**src/common/ptcc_pkg.sv**
```systemverilog
// Purpose: shared constants and types for the transmit command control block
// Assumes: 50 MHz reference clock, 32-bit APB data, one register per aligned word
// Notes:   register indices are word indices; byte address is four times the index
package ptcc_pkg;

   // register indices and bus geometry
   localparam int unsigned ADDR_W   = 16;
   localparam logic [13:0] CTL_IDX  = 14'h1a05;
   localparam logic [13:0] STAT_IDX = 14'h1a10;
   localparam logic [13:0] MASK_IDX = 14'h1a11;
   localparam logic [13:0] PCTL_IDX = 14'h1a12;

   // command control field positions
   localparam int GO_BIT    = 0;
   localparam int ABORT_BIT = 1;
   localparam int HARD_BIT  = 2;
   localparam int QRST_BIT  = 3;
   localparam int IDLE_BIT  = 4;
   localparam int CABLE_BIT = 5;

   // interrupt status / mask and primary control fields
   localparam int IRQ_W        = 2;
   localparam int IRQ_EOP_BIT  = 0;
   localparam int IRQ_COLL_BIT = 1;
   localparam int RAW_BIT      = 0;

   // reset values
   localparam logic             CMD_RST  = 1'b0;
   localparam logic             IDLE_RST = 1'b1;
   localparam logic             RAW_RST  = 1'b0;
   localparam logic [IRQ_W-1:0] IRQ_RST  = 2'h0;

   // timing: bit time from clock and nominal bit rate
   localparam int unsigned CLK_KHZ       = 50000;
   localparam int unsigned BIT_RATE_KBPS = 300;
   localparam int unsigned BIT_CYCLES    = CLK_KHZ / BIT_RATE_KBPS;
   localparam int unsigned PREAMBLE_BITS = 64;
   localparam int unsigned SYM_BITS      = 5;
   localparam int unsigned RST_SYMS      = 4;
   localparam int unsigned LEN_W         = 7;

   typedef enum logic [1:0] {
      PTCC_KIND_PKT,
      PTCC_KIND_HARD,
      PTCC_KIND_CABLE
   } ptcc_kind_t;

   typedef enum logic [1:0] {
      PTCC_PH_IDLE,
      PTCC_PH_PRE,
      PTCC_PH_DATA,
      PTCC_PH_EOP
   } ptcc_phase_t;

   typedef struct packed {
      ptcc_kind_t       kind;
      logic [LEN_W-1:0] len;
   } ptcc_req_t;

endpackage : ptcc_pkg

```
**src/hw/ptcc_tx_seq.sv**
```systemverilog
// Purpose: frame sequencer: preamble, symbols, end-of-packet
// Assumes: start only while idle; stop is a one-cycle pulse
// Notes:   a stop is honoured at the next preamble end or symbol boundary
`timescale 1ns/1ns
module ptcc_tx_seq #(
   parameter int unsigned BIT_CYC  = ptcc_pkg::BIT_CYCLES,
   parameter int unsigned PRE_BITS = ptcc_pkg::PREAMBLE_BITS
) (
   // clock and reset
   input  wire logic              clk,
   input  wire logic              rst_b,
   // control
   input  wire logic              start,
   input  ptcc_pkg::ptcc_req_t    req,
   input  wire logic              stop,
   // state
   output ptcc_pkg::ptcc_phase_t  phase,
   output logic                   done
);
   import ptcc_pkg::*;

   localparam int TW = $clog2(BIT_CYC + 1);

   ptcc_phase_t    phase_q;
   logic [TW-1:0]  tick_q;
   logic [6:0]     bit_q;
   logic [7:0]     sym_q;
   logic [7:0]     nsym_q;
   logic           stop_q;
   logic           bit_end;
   logic           pre_end;
   logic           sym_end;

   assign bit_end = (tick_q == TW'(BIT_CYC - 1));
   assign pre_end = bit_end && (bit_q == 7'(PRE_BITS - 1));
   assign sym_end = bit_end && (bit_q == 7'(SYM_BITS - 1));
   assign phase   = phase_q;

   always_ff @(posedge clk or negedge rst_b) begin
      if (!rst_b) begin
         phase_q <= PTCC_PH_IDLE;
      end else begin
         unique case (phase_q)
            PTCC_PH_IDLE: if (start) phase_q <= PTCC_PH_PRE;
            // preamble always runs to its end, even when stopped
            PTCC_PH_PRE:  if (pre_end) phase_q <= stop_q ? PTCC_PH_EOP : PTCC_PH_DATA;
            PTCC_PH_DATA: if (sym_end && (stop_q || sym_q == nsym_q - 8'h01))
                             phase_q <= PTCC_PH_EOP;
            PTCC_PH_EOP:  if (sym_end) phase_q <= PTCC_PH_IDLE;
         endcase
      end
   end

   always_ff @(posedge clk or negedge rst_b) begin
      if (!rst_b) begin
         tick_q <= '0;
         bit_q  <= 7'h00;
      end else if (phase_q == PTCC_PH_IDLE) begin
         tick_q <= '0;
         bit_q  <= 7'h00;
      end else if (bit_end) begin
         tick_q <= '0;
         bit_q  <= (phase_q == PTCC_PH_PRE ? pre_end : sym_end) ? 7'h00 : bit_q + 7'h01;
      end else begin
         tick_q <= tick_q + TW'(1);
      end
   end

   always_ff @(posedge clk or negedge rst_b) begin
      if (!rst_b) begin
         sym_q  <= 8'h00;
         nsym_q <= 8'h00;
      end else if (start && phase_q == PTCC_PH_IDLE) begin
         sym_q  <= 8'h00;
         // reset signalling ignores the queued length
         nsym_q <= (req.kind == PTCC_KIND_PKT) ? {req.len, 1'b0} : 8'(RST_SYMS);
      end else if (phase_q == PTCC_PH_DATA && sym_end) begin
         sym_q  <= sym_q + 8'h01;
      end
   end

   always_ff @(posedge clk or negedge rst_b) begin
      if (!rst_b) begin
         stop_q <= 1'b0;
         done   <= 1'b0;
      end else begin
         stop_q <= (phase_q == PTCC_PH_IDLE) ? 1'b0 : (stop_q | stop);
         done   <= (phase_q == PTCC_PH_EOP) && sym_end;
      end
   end

endmodule : ptcc_tx_seq

```
**src/hw/ptcc_top.sv**
```systemverilog
// Purpose: transmit command control register with launch, reset requests and abort
// Assumes: line busy and auto-response inputs come from logic on REF_CLK
// Notes:   collision input is a pin and is synchronised before use
//
// The APB register port is this design's own decision.
`timescale 1ns/1ns
module ptcc_top (
   // clock and reset
   input  wire logic                         REF_CLK,
   input  wire logic                         RST_B,
   // apb slave
   input  wire logic                         PSEL,
   input  wire logic                         PENABLE,
   input  wire logic                         PWRITE,
   input  wire logic [ptcc_pkg::ADDR_W-1:0]  PADDR,
   input  wire logic [31:0]                  PWDATA,
   output logic      [31:0]                  PRDATA,
   output logic                              PREADY,
   output logic                              PSLVERR,
   // line and receive side status
   input  wire logic                         LINE_BUSY,
   input  wire logic                         AUTO_RSP_BUSY,
   input  wire logic                         COLLISION,
   input  wire logic [ptcc_pkg::LEN_W-1:0]   QUEUE_LEN,
   // transmit side
   output ptcc_pkg::ptcc_phase_t             TX_PHASE,
   output ptcc_pkg::ptcc_kind_t              TX_KIND,
   output logic                              QUEUE_PTR_RST,
   // interrupt
   output logic                              IRQ
);
   import ptcc_pkg::*;

   localparam int ABORT_MAX = 840;

   function automatic logic hit(input logic [ADDR_W-1:0] a, input logic [13:0] idx);
      hit = (a == {idx, 2'b00});
   endfunction : hit

   logic              go_q;
   logic              hard_q;
   logic              cable_q;
   logic              idle_q;
   logic              raw_q;
   logic              start_q;
   logic              stop_q;
   logic              coll_s1_q;
   logic              coll_s2_q;
   logic              done;
   logic              busy;
   logic              wr;
   logic              ctl_wr;
   logic              setup_rd;
   logic              launch;
   logic              hard_now;
   logic              cable_now;
   logic              coll_ev;
   logic [IRQ_W-1:0]  stat_q;
   logic [IRQ_W-1:0]  stat_d;
   logic [IRQ_W-1:0]  mask_q;
   logic [31:0]       rd_d;
   logic              map_hit;
   ptcc_req_t         req_q;
   ptcc_phase_t       phase;

   assign wr       = PSEL && PENABLE && PWRITE && PREADY;
   assign ctl_wr   = wr && hit(PADDR, CTL_IDX);
   assign setup_rd = PSEL && !PENABLE;
   assign launch   = ctl_wr && PWDATA[GO_BIT] && !go_q;
   assign busy     = (phase != PTCC_PH_IDLE);
   assign coll_ev  = coll_s2_q && busy;
   assign map_hit  = hit(PADDR, CTL_IDX) || hit(PADDR, STAT_IDX)
                  || hit(PADDR, MASK_IDX) || hit(PADDR, PCTL_IDX);

   // requests seen by this launch, including bits written in the same access
   assign hard_now  = hard_q || (PWDATA[HARD_BIT] && !go_q);
   assign cable_now = !hard_now && (cable_q || (PWDATA[CABLE_BIT] && !go_q));

   // collision pin: two flops before any logic
   always_ff @(posedge REF_CLK or negedge RST_B) begin
      if (!RST_B) begin
         coll_s1_q <= 1'b0;
         coll_s2_q <= 1'b0;
      end else begin
         coll_s1_q <= COLLISION;
         coll_s2_q <= coll_s1_q;
      end
   end

   // launch bit: set only by a one, cleared only by completion
   always_ff @(posedge REF_CLK or negedge RST_B) begin
      if (!RST_B) begin
         go_q <= CMD_RST;
      end else if (done) begin
         go_q <= 1'b0;
      end else if (launch) begin
         go_q <= 1'b1;
      end
   end

   // reset requests: stored regardless of mode, the mode decides at launch
   always_ff @(posedge REF_CLK or negedge RST_B) begin
      if (!RST_B) begin
         hard_q  <= CMD_RST;
         cable_q <= CMD_RST;
      end else if (done) begin
         hard_q  <= 1'b0;
         cable_q <= 1'b0;
      end else if (ctl_wr && !go_q) begin
         hard_q  <= hard_q | PWDATA[HARD_BIT];
         cable_q <= cable_q | (PWDATA[CABLE_BIT] & ~PWDATA[HARD_BIT]);
      end
   end

   // launch request toward the sequencer
   always_ff @(posedge REF_CLK or negedge RST_B) begin
      if (!RST_B) begin
         start_q <= 1'b0;
         req_q   <= '{kind: PTCC_KIND_PKT, len: '0};
      end else begin
         start_q <= launch;
         if (launch) begin
            req_q.len <= QUEUE_LEN;
            if (raw_q) begin
               req_q.kind <= PTCC_KIND_PKT;
            end else if (hard_now) begin
               req_q.kind <= PTCC_KIND_HARD;
            end else if (cable_now) begin
               req_q.kind <= PTCC_KIND_CABLE;
            end else begin
               req_q.kind <= PTCC_KIND_PKT;
            end
         end
      end
   end

   // abort: a pulse only, nothing is stored for readback
   always_ff @(posedge REF_CLK or negedge RST_B) begin
      if (!RST_B) begin
         stop_q <= 1'b0;
      end else begin
         stop_q <= (ctl_wr && PWDATA[ABORT_BIT]) || coll_ev;
      end
   end

   // queue pointer reset on request, and again once the frame is done
   always_ff @(posedge REF_CLK or negedge RST_B) begin
      if (!RST_B) begin
         QUEUE_PTR_RST <= 1'b0;
      end else begin
         QUEUE_PTR_RST <= (ctl_wr && PWDATA[QRST_BIT]) || done;
      end
   end

   // line idle, one cycle behind the timer and responder
   always_ff @(posedge REF_CLK or negedge RST_B) begin
      if (!RST_B) begin
         idle_q <= IDLE_RST;
      end else begin
         idle_q <= !(LINE_BUSY || AUTO_RSP_BUSY);
      end
   end

   // primary control and mask
   always_ff @(posedge REF_CLK or negedge RST_B) begin
      if (!RST_B) begin
         raw_q  <= RAW_RST;
         mask_q <= IRQ_RST;
      end else if (wr) begin
         if (hit(PADDR, PCTL_IDX)) raw_q <= PWDATA[RAW_BIT];
         if (hit(PADDR, MASK_IDX)) mask_q <= PWDATA[IRQ_W-1:0];
      end
   end

   // sticky status; a same-cycle event beats the write-one clear
   always_comb begin
      stat_d = stat_q;
      if (wr && hit(PADDR, STAT_IDX)) stat_d = stat_d & ~PWDATA[IRQ_W-1:0];
      if (done) stat_d[IRQ_EOP_BIT] = 1'b1;
      if (coll_ev) stat_d[IRQ_COLL_BIT] = 1'b1;
   end

   always_ff @(posedge REF_CLK or negedge RST_B) begin
      if (!RST_B) begin
         stat_q <= IRQ_RST;
         IRQ    <= 1'b0;
      end else begin
         stat_q <= stat_d;
         IRQ    <= |(stat_d & mask_q);
      end
   end

   // read data assembled in setup so that the answer is ready in access
   always_comb begin
      rd_d = 32'h0000_0000;
      if (hit(PADDR, CTL_IDX)) begin
         rd_d[GO_BIT]    = go_q;
         rd_d[HARD_BIT]  = hard_q;
         rd_d[IDLE_BIT]  = idle_q;
         rd_d[CABLE_BIT] = cable_q;
      end else if (hit(PADDR, STAT_IDX)) begin
         rd_d[IRQ_W-1:0] = stat_q;
      end else if (hit(PADDR, MASK_IDX)) begin
         rd_d[IRQ_W-1:0] = mask_q;
      end else if (hit(PADDR, PCTL_IDX)) begin
         rd_d[RAW_BIT] = raw_q;
      end
   end

   // zero wait state answer; unmapped addresses give slverr
   always_ff @(posedge REF_CLK or negedge RST_B) begin
      if (!RST_B) begin
         PREADY  <= 1'b0;
         PSLVERR <= 1'b0;
         PRDATA  <= 32'h0000_0000;
      end else begin
         PREADY  <= setup_rd;
         PSLVERR <= setup_rd && !map_hit;
         if (setup_rd) PRDATA <= PWRITE ? 32'h0000_0000 : rd_d;
      end
   end

   always_ff @(posedge REF_CLK or negedge RST_B) begin
      if (!RST_B) begin
         TX_PHASE <= PTCC_PH_IDLE;
         TX_KIND  <= PTCC_KIND_PKT;
      end else begin
         TX_PHASE <= phase;
         TX_KIND  <= req_q.kind;
      end
   end

   ptcc_tx_seq #(
      .BIT_CYC  (BIT_CYCLES),
      .PRE_BITS (PREAMBLE_BITS)
   ) u_seq (
      .clk   (REF_CLK),
      .rst_b (RST_B),
      .start (start_q),
      .req   (req_q),
      .stop  (stop_q),
      .phase (phase),
      .done  (done)
   );

   // checks
   property p_cable_auto;
      @(posedge REF_CLK) disable iff (!RST_B)
      launch && !raw_q && !hard_q && !PWDATA[HARD_BIT] && PWDATA[CABLE_BIT]
         |=> req_q.kind == PTCC_KIND_CABLE ##1 phase == PTCC_PH_PRE;
   endproperty
   a_cable_auto: assert property (p_cable_auto) else $error("cable reset not launched");

   property p_raw_ignores;
      @(posedge REF_CLK) disable iff (!RST_B)
      launch && raw_q |=> req_q.kind == PTCC_KIND_PKT;
   endproperty
   a_raw_ignores: assert property (p_raw_ignores) else $error("raw mode sent reset");

   property p_busy_blocks;
      @(posedge REF_CLK) disable iff (!RST_B)
      ctl_wr && go_q && !done |=> hard_q == $past(hard_q) && cable_q == $past(cable_q);
   endproperty
   a_busy_blocks: assert property (p_busy_blocks) else $error("request set while busy");

   property p_hard_wins;
      @(posedge REF_CLK) disable iff (!RST_B)
      ctl_wr && !go_q && !done && PWDATA[HARD_BIT] && PWDATA[CABLE_BIT] && !cable_q
         |=> hard_q && !cable_q;
   endproperty
   a_hard_wins: assert property (p_hard_wins) else $error("cable set with hard");

   property p_done_clears;
      @(posedge REF_CLK) disable iff (!RST_B)
      done |=> !go_q && !hard_q && !cable_q && QUEUE_PTR_RST;
   endproperty
   a_done_clears: assert property (p_done_clears) else $error("bits kept after done");

   property p_idle;
      @(posedge REF_CLK) disable iff (!RST_B)
      (LINE_BUSY || AUTO_RSP_BUSY) |=> !idle_q;
   endproperty
   a_idle: assert property (p_idle) else $error("line idle while busy");

   property p_readback;
      @(posedge REF_CLK) disable iff (!RST_B)
      setup_rd && !PWRITE && hit(PADDR, CTL_IDX)
         |=> PRDATA[7:6] == 2'b00 && !PRDATA[QRST_BIT] && !PRDATA[ABORT_BIT]
             && PRDATA[GO_BIT] == $past(go_q);
   endproperty
   a_readback: assert property (p_readback) else $error("write-only bit read back");

   property p_abort_eop;
      @(posedge REF_CLK) disable iff (!RST_B)
      stop_q && phase == PTCC_PH_DATA |-> ##[1:ABORT_MAX] phase == PTCC_PH_EOP;
   endproperty
   a_abort_eop: assert property (p_abort_eop) else $error("abort not ended by eop");

   property p_launch;
      @(posedge REF_CLK) disable iff (!RST_B)
      launch |=> go_q && start_q ##1 phase == PTCC_PH_PRE;
   endproperty
   a_launch: assert property (p_launch) else $error("launch did not start");

   property p_coll;
      @(posedge REF_CLK) disable iff (!RST_B)
      coll_ev |=> stat_q[IRQ_COLL_BIT] && stop_q && (IRQ || !$past(mask_q[IRQ_COLL_BIT]));
   endproperty
   a_coll: assert property (p_coll) else $error("collision not flagged");

   c_hard: cover property (@(posedge REF_CLK) disable iff (!RST_B)
      start_q && req_q.kind == PTCC_KIND_HARD);
   c_abort_pre: cover property (@(posedge REF_CLK) disable iff (!RST_B)
      stop_q && phase == PTCC_PH_PRE);
   c_coll_irq: cover property (@(posedge REF_CLK) disable iff (!RST_B)
      coll_ev ##1 IRQ);

endmodule : ptcc_top

```
**config.mk**
```make
export PLATFORM = sky130hd
export DESIGN_NAME = ptcc_top
export DESIGN_NICKNAME = d
export VERILOG_FILES = /design/src/common/ptcc_pkg.sv /design/src/hw/ptcc_tx_seq.sv /design/src/hw/ptcc_top.sv
export SDC_FILE = /design/constraint.sdc
export NUM_CORES = 1
export LEC_CHECK = 0
export CORE_ASPECT_RATIO = 0.7
export CORE_MARGIN = 2
export CORE_UTILIZATION = 45
export DETAILED_ROUTE_END_ITERATION = 7
export DONT_BUFFER_PORTS = 1
export SYNTH_ARGS = -nofsm -noshare
export SYNTH_HDL_FRONTEND = slang
export SYNTH_SLANG_ARGS = --single-unit
export TNS_END_PERCENT = 1
```
**constraint.sdc**
```tcl
create_clock -name REF_CLK -period 4.9 [get_ports REF_CLK]
set_input_delay 0.735 -clock REF_CLK [delete_from_list [all_inputs] [get_ports REF_CLK]]
set_output_delay 0.735 -clock REF_CLK [all_outputs]
set_load 0.03 [all_outputs]
```
==> results_dict.tcl <==
set metrics [dict create \
    crit_slowest_cell "sky130_fd_sc_hd__or4b_4" \
    peakVddDrop_mv 0.235 \
    synthArstFlopShare_pct 100 \
    first_global_vias 2222 \
    antenna_cells 0 \
    die-width_um 110 \
    crit_path_cell_trace "inv_1, ha_1, or4b_4, nor4_4, and2_1, nand4_4, or3_1, a21oi_1" \
    worst-slew-pin-transition_ps 643 \
    place.gp.congestion 0.837 \
    crit_path_max_incr_delay_ps 480 \
    synthCells 340 \
    nNetsFinal 417 \
    post-route-drc-count 0 \
    tritoncts_clock_tree "done" \
    placed_cell_area_mm2 0.00350 \
    initialDrtViolationCount 103 \
    grt_setup_unrepaired "false" \
    clk-insertion-delay-late_ps 360 \
    kind_of_capture_point_of_the_worst_setup_path "flop" \
    die-height_um 77.9 \
    hold_viol 0 \
    cts-htree-levels 3 \
    area_overhead_vs_synth_pct 5.35 \
    clock_tree.buffer_depth 2 \
    critPathKind "flop to flop" \
    timing_max_transition_violations_final 0 \
    gr-usage-all-layers_pct 17.1 \
    grt_max_degree 70 \
    seq_area_frac_synth_pct 49.2 \
    run_status "finished clean" \
    clk_pin_slew_ps 80 \
    detail_route.wl_per_cell_um 14.6 \
    finalWorstPathRequiredPeriod_ps 2360 \
    mappedNetlistArea_mm2 0.00351 \
    viasPerCell 5.17 \
    initial_utilization_pct 47.3 \
    final_setup_vio_count 0 \
    global_route.peak_usage_layer "met1" \
    maxSlewHeadroom_pct 56.8 \
    clock_skew_ps 10.4 \
    p_leak_nw 1.77 \
    cts.repair_timing.setup_buffer_count 0 \
    groute.layer.met1.usage_pct 25.9 \
    postCtsResizedCells 0 \
    commonest_non_fill_non_tap_cell_in_the_layout "sky130_fd_sc_hd__dfrtp_1" \
    hpwlAfterDp_mm 4.75 \
    route.vias.total 2309 \
    die-area_mm2 0.00853 \
    cts.sinks 69 \
    holdBufCountCts 0 \
    cts.root.buffer_cell "sky130_fd_sc_hd__clkbuf_8" \
    clock.fmax_mhz 423 \
    wire_length_of_the_first_global_routing_pass_mm 11.1 \
    fillers 689 \
    synth_edf_count 0 \
    postSynthRegisterBits 69 \
    finish.instance_area_mm2 0.00370 \
    final.period_utilization_pct 48.2 \
    cts_made_buffers 9 \
    gr_util_met3_pct 6.39 \
    first_pass_iters 4 \
    start_kind "flop" \
    drt.antenna.violating_nets 0 \
    cp_data_required_time_ps 5180 \
    wp_buf_inv 1 \
    gr-total-overflow 0 \
    path_max_fanout 5 \
    drt-total-wl_mm 6.53 \
    port-buffer-count 0 \
    drive_gt1_share_pct 9.74 \
    finalPower_mw 1.08 \
    synth.yosys.warnings 0 \
    power_density_mw_per_mm2 291 \
    placementRows 26 \
    initial_antenna_violation_count 0 \
    cpLargestDelayFamily "simple AND/OR/NAND/NOR gates" \
    worstPathArrival_ps 2640 \
    core_area_mm2 0.00742 \
    hold_path_class "primary input to async pin" \
    tns_ps 0 \
    max_cap_viol_count 0 \
    global_route.usage.met2_pct 21.9 \
    layout_common_cells "sky130_fd_sc_hd__dfrtp_1, sky130_fd_sc_hd__nor2_1, sky130_fd_sc_hd__nand2_1, sky130_fd_sc_hd__conb_1" \
    syn-mean-instance-area_um2 10.3 \
    yosys_most_used_dff "sky130_fd_sc_hd__dfrtp_1" \
    top_level_ports 103 \
    synth.lib_cells_used.distinct 51 \
]
-- Yosys cell counts (all sizes together), types with 2 or more instances --
cell type	n	area [um2]
or3	2	12.5
nor3	8	40.0
nor2b	6	37.5
a31oi	2	12.5
nand2b	4	25.0
nand3	15	75.1
nor4	4	40.0
mux2i	4	40.0
nor4b	2	17.5
a21oi	15	75.1
clkbuf	5	18.8
a22o	9	78.8
mux2	11	124
and3	8	50.1
inv	11	41.3
o21ai	14	70.1
o31ai	4	30.0
nand3b	3	26.3
buf	28	214
o21a	2	15.0
nor2	31	116
nand4	6	52.6
nor3b	2	15.0
xor2	13	114
nand2	27	101
a21o	3	22.5
and2	3	20.0
xnor2	6	52.6
ha	10	125
dfrtp	68	1700
-- registers in the layout, indices dropped and copies added (netlist names), 2 cells and up --
signal / cells
req_q: 9
u_seq.sym_q: 8
u_seq.tick_q: 8
u_seq.bit_q: 7
u_seq.nsym_q: 7
PRDATA: 5
TX_KIND: 2
TX_PHASE: 2
mask_q: 2
stat_q: 2
u_seq.phase: 2
-- routing by layer --
layer | wire length (um) | part of all wire, %
met1 | 3350 | 51
met2 | 2720 | 42
met3 | 371 | 5.7
met4 | 85 | 1.3
met5 | 0 | 0
-- metrics by stage --
step	instances	utilization (%)	setup WS (ps)	hold WS, ps
6_report	447	49.8	2540	67.6
3_5_place_dp	431	47.1	2430	343
3_3_place_gp	431	47.1	2460	343
5_1_grt	447	49.8	2320	38.6
4_1_cts	447	49.8	2510	40.8
2_1_floorplan	366	-	2740	331
-- kinds of logic (layout without fill, tap and decap cells) --
| logic type | after synthesis | in the layout | synth area share, % |
|---|---|---|---|
| adders and majority gates | 10 | 10 | 3.57 |
| xor gates and xnor gates | 19 | 19 | 4.74 |
| DFF | 69 | 69 | 49.2 |
| and+or+nand+nor | 127 | 127 | 19.8 |
| AOI/OAI and AO/OA | 55 | 55 | 10.1 |
| muxes | 15 | 15 | 4.67 |
| other | 1 | 27 | 0.107 |
| buffers and inverters | 44 | 27 | 7.81 |
-- path summary, 6_finish.rpt --
path	start	end	slack [ps]	depth (start not counted)
setup / recovery	u_seq.bit_q[0]	u_seq.sym_q[7]	2540	8
hold / removal	RST_B	u_seq.sym_q[3]	70	0
setup reg to reg	u_seq.bit_q[0]	u_seq.sym_q[7]	2540	8
hold reg to reg	coll_s1_q	coll_s2_q	360	0
max in group asynchronous	RST_B	idle_q	4640	0
min in group REF_CLK	coll_s1_q	coll_s2_q	360	0
-- where the power goes --
part | total [mW] | internal, mW | switching (mW)
Clock | 0.470 | 0.247 | 0.223
Combinational | 0.0325 | 0.00258 | 0.0299
Sequential | 0.574 | 0.572 | 0.00274
-- final cells by class --
class / instances / area (um2) / share of cell area (%)
clock inverter: 6 / 62.6 / 1.69
multi-input combinational: 253 / 1610 / 43.4
inverter: 11 / 41.3 / 1.12
clock buffer: 10 / 138 / 3.72
tap: 98 / 123 / 3.32
sequential: 69 / 1730 / 46.7
Power figures use the tool's default switching activity.
